`src/hdl/jie_pkg.sv`:
```
// Shared constants and types for the jump and increment execute block
package jie_pkg;

    // ************************************************************
    // Core widths and opcodes
    // ************************************************************
    localparam int PC_W = 21;
    localparam int DADDR_W = 12;
    localparam logic [7:0] JUMP_OP_HI = 8'hEF;
    localparam logic [3:0] JUMP_W2_PREFIX = 4'hF;
    localparam logic [5:0] INC_OP_TOP = 6'h0A;
    localparam int INC_TOP_LSB = 10;
    localparam int DEST_BIT = 9;
    localparam int ACC_BIT = 8;
    localparam logic [15:0] NOP_WORD = 16'h0000;
    localparam logic [PC_W-1:0] PC_RST = 21'h00_0000;
    localparam logic [PC_W-1:0] PC_STEP = 21'h00_0002;

    // ************************************************************
    // Data memory mapping
    // ************************************************************
    localparam logic [7:0] ACC_SPLIT = 8'h60;
    localparam logic [7:0] INDEX_LIMIT = 8'h5F;
    localparam logic [3:0] ACC_LO_PAGE = 4'h0;
    localparam logic [3:0] ACC_HI_PAGE = 4'hF;

    // ************************************************************
    // Register map and fields
    // ************************************************************
    localparam logic [7:0] CTRL_OFS = 8'h00;
    localparam logic [7:0] BANK_OFS = 8'h04;
    localparam logic [7:0] WREG_OFS = 8'h08;
    localparam logic [7:0] FLAGS_OFS = 8'h0C;
    localparam logic [7:0] PC_OFS = 8'h10;
    localparam logic [7:0] BASE_OFS = 8'h14;
    localparam int CTRL_EXT_BIT = 0;
    localparam int CTRL_RUN_BIT = 1;
    localparam logic [1:0] CTRL_RST = 2'h0;
    localparam logic [3:0] BANK_RST = 4'h0;
    localparam logic [7:0] WREG_RST = 8'h00;
    localparam logic [DADDR_W-1:0] BASE_RST = 12'h000;

    // ************************************************************
    // Types
    // ************************************************************
    typedef struct packed {
        logic n;
        logic ov;
        logic z;
        logic dc;
        logic c;
    } jie_flags_type;

    localparam jie_flags_type FLAGS_RST = 5'h00;

    typedef enum logic [1:0] {
        ST_EXEC = 2'b01,
        ST_FLUSH = 2'b10
    } jie_state_type;

endpackage

```
`src/hdl/jie_core.sv`:
```
// Execute logic for the absolute jump and the register increment
`timescale 1ns/100ps

// What this block does
// RULE1: Jump is two words: EF plus low literal, then F plus high literal.
// RULE2: Jump loads the 20-bit literal into PC bits 20:1, bit 0 zero.
// RULE3: Jump takes two cycles; low literal at Q2, high and PC at Q4.
// RULE4: Jump reaches all of program space and changes no flag.
// RULE5: Increment is one word: 001010, dest bit, access bit, address.
// RULE6: Increment adds one and sets carry, digit carry, N, OV and Z.
// RULE7: Dest bit 0 writes working register, 1 writes the file register.
// RULE8: Access bit 0 uses access bank, 1 uses the bank pointer.
// RULE9: Extended set, access bit 0 and address up to 5F use indexing.
// RULE10: Increment decodes Q1, reads Q2, computes Q3, writes Q4.
// RULE11: Second jump cycle does nothing and drops the prefetched word.
module jie_core
    import jie_pkg::*;
(
    input wire logic CLK_I,
    input wire logic ARST_N_I,
    input wire logic WB_CYC_I,
    input wire logic WB_STB_I,
    input wire logic WB_WE_I,
    input wire logic [7:0] WB_ADR_I,
    input wire logic [3:0] WB_SEL_I,
    input wire logic [31:0] WB_DAT_I,
    output logic [31:0] WB_DAT_O,
    output logic WB_ACK_O,
    output logic [PC_W-1:0] PROG_ADDR_O,
    input wire logic [15:0] PROG_DATA_I,
    output logic [DADDR_W-1:0] DMEM_ADDR_O,
    input wire logic [7:0] DMEM_RDATA_I,
    output logic [7:0] DMEM_WDATA_O,
    output logic DMEM_WE_O,
    output logic [3:0] PHASE_O
);

    // ************************************************************
    // Declarations
    // ************************************************************
    logic [3:0] q;
    logic [1:0] ctrl_q, ctrl_d;
    logic [3:0] bank_q, bank_d;
    logic [7:0] wreg_q, wreg_d;
    jie_flags_type flags_q, flags_d;
    logic [DADDR_W-1:0] base_q, base_d;
    logic [PC_W-1:0] pc_q, pc_d;
    logic [15:0] ir_q, ir_d;
    logic [7:0] lit_lo_q, lit_lo_d;
    logic [DADDR_W-1:0] addr_q, addr_d;
    logic [7:0] opnd_q, opnd_d;
    jie_state_type state_q, state_d;
    logic ack_q, ack_d;
    logic [31:0] rdat_q, rdat_d;
    logic [7:0] alu_res;
    jie_flags_type alu_flags;
    logic run, ext_en, exec, is_jump, is_inc, dest_f, acc_bpr;
    logic [7:0] fadr;
    logic wr_acc;

    assign run = ctrl_q[CTRL_RUN_BIT];
    assign ext_en = ctrl_q[CTRL_EXT_BIT];
    assign exec = (state_q == ST_EXEC);
    assign is_jump = (ir_q[15:8] == JUMP_OP_HI); // RULE1
    assign is_inc = (ir_q[15:INC_TOP_LSB] == INC_OP_TOP); // RULE5
    assign dest_f = ir_q[DEST_BIT];
    assign acc_bpr = ir_q[ACC_BIT];
    assign fadr = ir_q[7:0];

    // ************************************************************
    // Phase sequencer and incrementer
    // ************************************************************
    jie_phase_gen u_phase (
        .clk_i(CLK_I),
        .arst_n_i(ARST_N_I),
        .en_i(run),
        .q_o(q)
    );

    jie_inc_alu u_alu (
        .clk_i(CLK_I),
        .arst_n_i(ARST_N_I),
        .en_i(q[2] && exec && is_inc), // RULE10
        .val_i(opnd_q),
        .res_o(alu_res),
        .flags_o(alu_flags)
    );

    // ************************************************************
    // Wishbone slave answer
    // ************************************************************
    assign wr_acc = WB_CYC_I && WB_STB_I && WB_WE_I && ack_q;

    always_comb begin
        ack_d = WB_CYC_I && WB_STB_I && !ack_q;
        rdat_d = 32'h0000_0000;
        unique case (WB_ADR_I)
            CTRL_OFS: rdat_d[1:0] = ctrl_q;
            BANK_OFS: rdat_d[3:0] = bank_q;
            WREG_OFS: rdat_d[7:0] = wreg_q;
            FLAGS_OFS: rdat_d[4:0] = flags_q;
            PC_OFS: rdat_d[PC_W-1:0] = pc_q;
            BASE_OFS: rdat_d[DADDR_W-1:0] = base_q;
            default: rdat_d = 32'h0000_0000;
        endcase
    end

    always_ff @(posedge CLK_I or negedge ARST_N_I) begin
        if (!ARST_N_I) begin
            ack_q <= 1'b0;
            rdat_q <= 32'h0000_0000;
        end else begin
            ack_q <= ack_d;
            rdat_q <= rdat_d;
        end
    end

    assign WB_ACK_O = ack_q;
    assign WB_DAT_O = rdat_q;

    // ************************************************************
    // Execute state
    // ************************************************************
    always_comb begin
        ctrl_d = ctrl_q;
        bank_d = bank_q;
        wreg_d = wreg_q;
        flags_d = flags_q;
        base_d = base_q;
        pc_d = pc_q;
        ir_d = ir_q;
        lit_lo_d = lit_lo_q;
        addr_d = addr_q;
        opnd_d = opnd_q;
        state_d = state_q;
        // Software writes first; the core's own Q4 update wins below
        if (wr_acc && WB_SEL_I[0]) begin
            unique case (WB_ADR_I)
                CTRL_OFS: ctrl_d = WB_DAT_I[1:0];
                BANK_OFS: bank_d = WB_DAT_I[3:0];
                WREG_OFS: wreg_d = WB_DAT_I[7:0];
                FLAGS_OFS: flags_d = WB_DAT_I[4:0];
                BASE_OFS: base_d[7:0] = WB_DAT_I[7:0];
                default: ;
            endcase
        end
        if (wr_acc && WB_SEL_I[1] && WB_ADR_I == BASE_OFS) begin
            base_d[DADDR_W-1:8] = WB_DAT_I[DADDR_W-1:8];
        end
        // Q1: resolve the data address of an increment
        if (q[0] && exec && is_inc) begin
            if (acc_bpr) begin
                addr_d = {bank_q, fadr}; // RULE8
            end else if (ext_en && fadr <= INDEX_LIMIT) begin
                addr_d = base_q + {4'h0, fadr}; // RULE9
            end else if (fadr < ACC_SPLIT) begin
                addr_d = {ACC_LO_PAGE, fadr}; // RULE8
            end else begin
                addr_d = {ACC_HI_PAGE, fadr};
            end
        end
        // Q2: jump takes its low literal, increment reads memory
        if (q[1] && exec) begin
            if (is_jump) begin
                lit_lo_d = fadr; // RULE3
            end
            if (is_inc) begin
                opnd_d = DMEM_RDATA_I; // RULE10
            end
        end
        // Q4: write back, fetch, and redirect on a jump
        if (q[3]) begin
            if (exec && is_jump) begin
                pc_d = {PROG_DATA_I[11:0], lit_lo_q, 1'b0}; // RULE2 RULE4
                ir_d = NOP_WORD; // RULE11
                state_d = ST_FLUSH; // RULE3
            end else begin
                ir_d = PROG_DATA_I;
                pc_d = pc_q + PC_STEP;
                state_d = ST_EXEC;
            end
            if (exec && is_inc) begin
                flags_d = alu_flags; // RULE6
                if (!dest_f) begin
                    wreg_d = alu_res; // RULE7
                end
            end
        end
    end

    always_ff @(posedge CLK_I or negedge ARST_N_I) begin
        if (!ARST_N_I) begin
            ctrl_q <= CTRL_RST;
            bank_q <= BANK_RST;
            wreg_q <= WREG_RST;
            flags_q <= FLAGS_RST;
            base_q <= BASE_RST;
            pc_q <= PC_RST;
            ir_q <= NOP_WORD;
            lit_lo_q <= 8'h00;
            addr_q <= 12'h000;
            opnd_q <= 8'h00;
            state_q <= ST_EXEC;
        end else begin
            ctrl_q <= ctrl_d;
            bank_q <= bank_d;
            wreg_q <= wreg_d;
            flags_q <= flags_d;
            base_q <= base_d;
            pc_q <= pc_d;
            ir_q <= ir_d;
            lit_lo_q <= lit_lo_d;
            addr_q <= addr_d;
            opnd_q <= opnd_d;
            state_q <= state_d;
        end
    end

    // ************************************************************
    // Outputs
    // ************************************************************
    assign PROG_ADDR_O = pc_q;
    assign DMEM_ADDR_O = addr_q;
    assign DMEM_WDATA_O = alu_res;
    assign DMEM_WE_O = q[3] && exec && is_inc && dest_f; // RULE7 RULE10
    assign PHASE_O = q;
endmodule

```
`src/hdl/jie_inc_alu.sv`:
```
// Registered byte incrementer with arithmetic flags
`timescale 1ns/100ps
module jie_inc_alu
    import jie_pkg::*;
(
    input wire logic clk_i,
    input wire logic arst_n_i,
    input wire logic en_i,
    input wire logic [7:0] val_i,
    output logic [7:0] res_o,
    output jie_flags_type flags_o
);

    logic [7:0] res_q;
    logic [7:0] res_d;
    jie_flags_type flags_q;
    jie_flags_type flags_d;

    always_comb begin
        res_d = res_q;
        flags_d = flags_q;
        if (en_i) begin
            res_d = val_i + 8'h01;
            flags_d.c = (val_i == 8'hFF);
            flags_d.dc = (val_i[3:0] == 4'hF);
            flags_d.ov = (val_i == 8'h7F);
            flags_d.n = res_d[7];
            flags_d.z = (res_d == 8'h00);
        end
    end

    always_ff @(posedge clk_i or negedge arst_n_i) begin
        if (!arst_n_i) begin
            res_q <= 8'h00;
            flags_q <= FLAGS_RST;
        end else begin
            res_q <= res_d;
            flags_q <= flags_d;
        end
    end

    assign res_o = res_q;
    assign flags_o = flags_q;

endmodule

```
`src/hdl/jie_phase_gen.sv`:
```
// Four phase one-hot sequencer for the instruction cycle
`timescale 1ns/100ps
module jie_phase_gen (
    input wire logic clk_i,
    input wire logic arst_n_i,
    input wire logic en_i,
    output logic [3:0] q_o
);

    logic [3:0] q_q;
    logic [3:0] q_d;

    always_comb begin
        q_d = q_q;
        if (en_i) begin
            q_d = {q_q[2:0], q_q[3]};
        end
    end

    always_ff @(posedge clk_i or negedge arst_n_i) begin
        if (!arst_n_i) begin
            q_q <= 4'h1;
        end else begin
            q_q <= q_d;
        end
    end

    // One-cycle enable per phase, only while running
    assign q_o = q_q & {4{en_i}};

endmodule

```
`config.mk`:
```
export PLATFORM = sky130hd
export DESIGN_NAME = jie_core
export DESIGN_NICKNAME = d
export VERILOG_FILES = /design/src/hdl/jie_pkg.sv /design/src/hdl/jie_core.sv /design/src/hdl/jie_inc_alu.sv /design/src/hdl/jie_phase_gen.sv
export SDC_FILE = /design/constraint.sdc
export NUM_CORES = 1
export LEC_CHECK = 0
export BUFFER_PORTS_ARGS = -buffer_cell sky130_fd_sc_hd__clkbuf_2
export CAP_MARGIN = 15
export CORE_MARGIN = 2
export CORE_UTILIZATION = 46
export DETAILED_ROUTE_END_ITERATION = 12
export GPL_ROUTABILITY_DRIVEN = 0
export PLACE_DENSITY_LB_ADDON = 0.05
export SETUP_SLACK_MARGIN = 0.5
export SLEW_MARGIN = 25
export SYNTH_ARGS = -nofsm -noshare
export SYNTH_HDL_FRONTEND = slang
export SYNTH_SLANG_ARGS = --single-unit
```
`constraint.sdc`:
```
create_clock -name CLK_I -period 2.95 [get_ports CLK_I]
set_clock_uncertainty 0.2 [all_clocks]
set_input_delay 0.1475 -clock CLK_I [delete_from_list [all_inputs] [get_ports CLK_I]]
set_output_delay 0.1475 -clock CLK_I [all_outputs]
set_load 0.1 [all_outputs]
```
==> reports/results.tsv <==
metric	value	unit
gr ovfl total	0	
vias in the first global route	5450	
Synth top area share	49.8	%
layout cells sized above 1	26.9	%
startpoint types	register	
initial core utilization	46.5	%
die height	125	µm
Top FF cell, synth	dfrtp_1	
unrepaired setup endpoints after global routing	false	
via/cell ratio	5.35	
post-DP HPWL	12200	µm
synth unique cells	64	
Antenna Nets Post-Route	0	
Worst-Margin Slew	0.662	ns
Worst-path clk slew	0.05	ns
Syn Inst Count	672	
CTS root buffer	clkbuf_16	
# port buffers	117	
num rows	44	
static leakage	0.00399	µW
Routed WL	16900	µm
Syn. warnings	0	
setup TNS	0	ns
1st-pass router iterations	7	
H-Tree Depth	4	
Ports	152	
VDD IR max	0.000379	V
cell count of the worst reg-to-reg path	9	
sequential power share	46.1	%
Worst setup EP type	register	
flop2flop setup slack	0.65	ns
relative slew slack	55.9	%
Iter 0 DRT Violations	419	
Crit Path Max Fanout	3	
Fillers	1255	
CORE AREA	14400	µm²
Tot GR Track Use	23.0	%
Seq/Total Area, Yosys	50.6	%
first-pass GRT wire length	28400	µm
final setup margin	0.648	ns
P per Cell Area	486	nW/µm²
crit path DAT	2.38	ns
ANT cells	0	
WL/cell	16.5	µm
Max-Cap Viols	0	
Final Hold Viols	0	
ys async rst share	100	%
maximum clock path buffer count	2	
min cycle time layout	2.30	ns
hold path cells	3	
Final nets	907	
clock share of power	46.1	%
Min-Delay Path Class	input pin to register	
vias	5451	
crit share post-route	78.0	%
number of synthesized register bits	135	
hold_sp	WB_SEL_I[1]	
Synth area leaders	dfrtp_1 50%, mux2_2 6.1%, nand2_1 5.2%, a21oi_1 4.2%, o21ai_0 3.1%	
CP required	3.03	ns
NetSw	968	µW
outcome	completed	
Die Width	125	µm
Avg Cell Area, Syn	9.94	µm²
mapped cell area	6680	µm²
worst slack at placement	0.457	ns
Synth area leader	dfrtp_1	
antenna violations before repair	0	
Combinational Power Share	7.7	%
hold endpoint	base_q[10]	
Clock Sinks	135	
# DRC	0	
Max Fclk	0.434	GHz
Worst-Skew Late Latency	0.42	ns
Sw Share	23.7	%
RR Startpoint	ir_q[0]	
number of buffers created by CTS	17	
# setup viols final	0	
largest net degree at the start of global routing	67	
FF-to-FF End	DMEM_ADDR_O[8]	
Die ar.	15500	µm²
CTS tree	yes	
Syn-to-layout area delta	25.9	%
number of synthesized flops with an enable pin	0	
critical path class	register to register	
cell internal pwr	3120	µW
max-slew violations	0	
[power groups by stage]
stage                     sequential (µW)  combinational (µW)  clock [µW]
after floorplan                      1970                 131           0
after global placement               1920                 273           0
after detailed placement             1920                 276           0
after CTS                            1880                 319        1920
after global routing                 1890                 340        2020
final                                1890                 316        1880
[per-layer routing]
layer / GRT usage, % / vias to the layer above / routed length, µm
met2: 37.5 / 164 / 8220
li1: - / 2626 / -
met1: 30.3 / 2632 / 7490
met4: 8.86 / 0 / 417
met3: 4.68 / 29 / 726
met5: 0 / - / 0
[state kept, by name (all words and copies together) (netlist names)]
name	cells
DMEM_ADDR_O	12
PROG_ADDR_O	20
WB_ACK_O	1
WB_DAT_O	21
bank_q	4
base_q	12
ctrl_q	2
flags_q	5
ir_q	16
lit_lo_q	8
opnd_q	8
state_q	2
u_alu.flags_o	5
u_alu.res_o	7
u_phase.q_q	4
wreg_q	8
[logic make-up after synthesis]
family	synth area share, %
compound gates	12.8
xor+xnor	3.02
fa+ha+maj	2.17
buf+inv	4.89
flops	50.6
mux	9.14
other cells	0.0561
simple gates	17.3
[cell type report]
type                            instances  area (µm²)  area share (%)
Tap cell                              184         230            2.74
Sequential cell                       135        3400            40.4
Inverter                               16        60.1           0.714
Timing Repair Buffer                  172        1150            13.7
Clock buffer                           27         503            5.98
Multi-Input combinational cell        481        3050            36.2
Clock inverter                          4        20.0           0.238
[through the flow]
step	power (µW)	util (%)	instance area, µm²	cells	hold WS [ns]
global placement	2190	51.7	7430	945	-0.00341
detailed placement	2190	51.7	7430	945	-0.00519
finish	4090	58.5	8410	1019	0.0115
CTS	4130	58.3	8370	1017	0.00608
floorplan	2100	-	6740	683	-0.348
global route	4240	58.5	8410	1019	0.0423
[synth_stat cells (14+ instances only)]
cell / count
dfrtp_1: 133
nand2_1: 92
a21oi_1: 56
nor2_1: 51
o21ai_0: 42
mux2_2: 36
nand3_1: 32
clkbuf_1: 22
inv_1: 16
mux2i_1: 16
xnor2_1: 15
and2_1: 14
[cells in the final DEF (no fill, tap or decap), types with 3 or more instances in the layout]
cell           instances
clkinv_2               4
clkbuf_2             114
nand2_1               92
a221o_1                3
ha_1                   9
conb_1                12
clkbuf_1               6
o22ai_1                3
a22o_1                 4
a211oi_1               3
and2_1                14
mux2i_1               16
nand3_1               32
a21oi_1               54
a21o_1                 3
o21ai_0               42
buf_12                 3
clkbuf_16             17
nand2b_1               3
and3_1                 6
dfrtp_1              121
inv_1                 16
nor3_1                 8
nor2_1                51
buf_4                 12
clkbuf_8               4
o21a_1                 3
xnor2_1               15
nor2b_1                7
nand4_1                5
xor2_1                 8
a22oi_1                5
mux2_2                36
dlygate4sd3_1         41
and4_1                 3
dfrtp_2               12
[how the worst max path moves through the flow]
stage                          from         endpoint  slack, ns  cells after the start
after floorplan            WB_ACK_O       flags_q[0]       0.53                      7
after detailed placement    ir_q[0]   DMEM_ADDR_O[8]       0.46                      9
final                       ir_q[0]   DMEM_ADDR_O[8]       0.65                      9
after global routing        ir_q[0]  DMEM_ADDR_O[10]       0.51                      9
after CTS                   ir_q[0]   DMEM_ADDR_O[8]       0.49                      9
after global placement    base_q[0]   DMEM_ADDR_O[8]       0.52                      9
[worst max-delay path: stages (launching register included)]
cell and delay (ns):
dfrtp_1 0.39, ha_2 0.21, inv_1 0.06, fa_2 0.35
nor2b_2 0.19, o2111ai_2 0.16, a21oi_2 0.21, o21ai_0 0.09
a41oi_1 0.22, o21ai_0 0.09
[timing repair]
action,CTS,global route
hold buffers,41,0
cloned,0,0
resized for setup,2,8
endpoints found under the setup margin,3,23
endpoints found under the hold margin,133,0
pin swaps,1,1
buffers inserted,0,2
(Power assumes the default switching activity.)
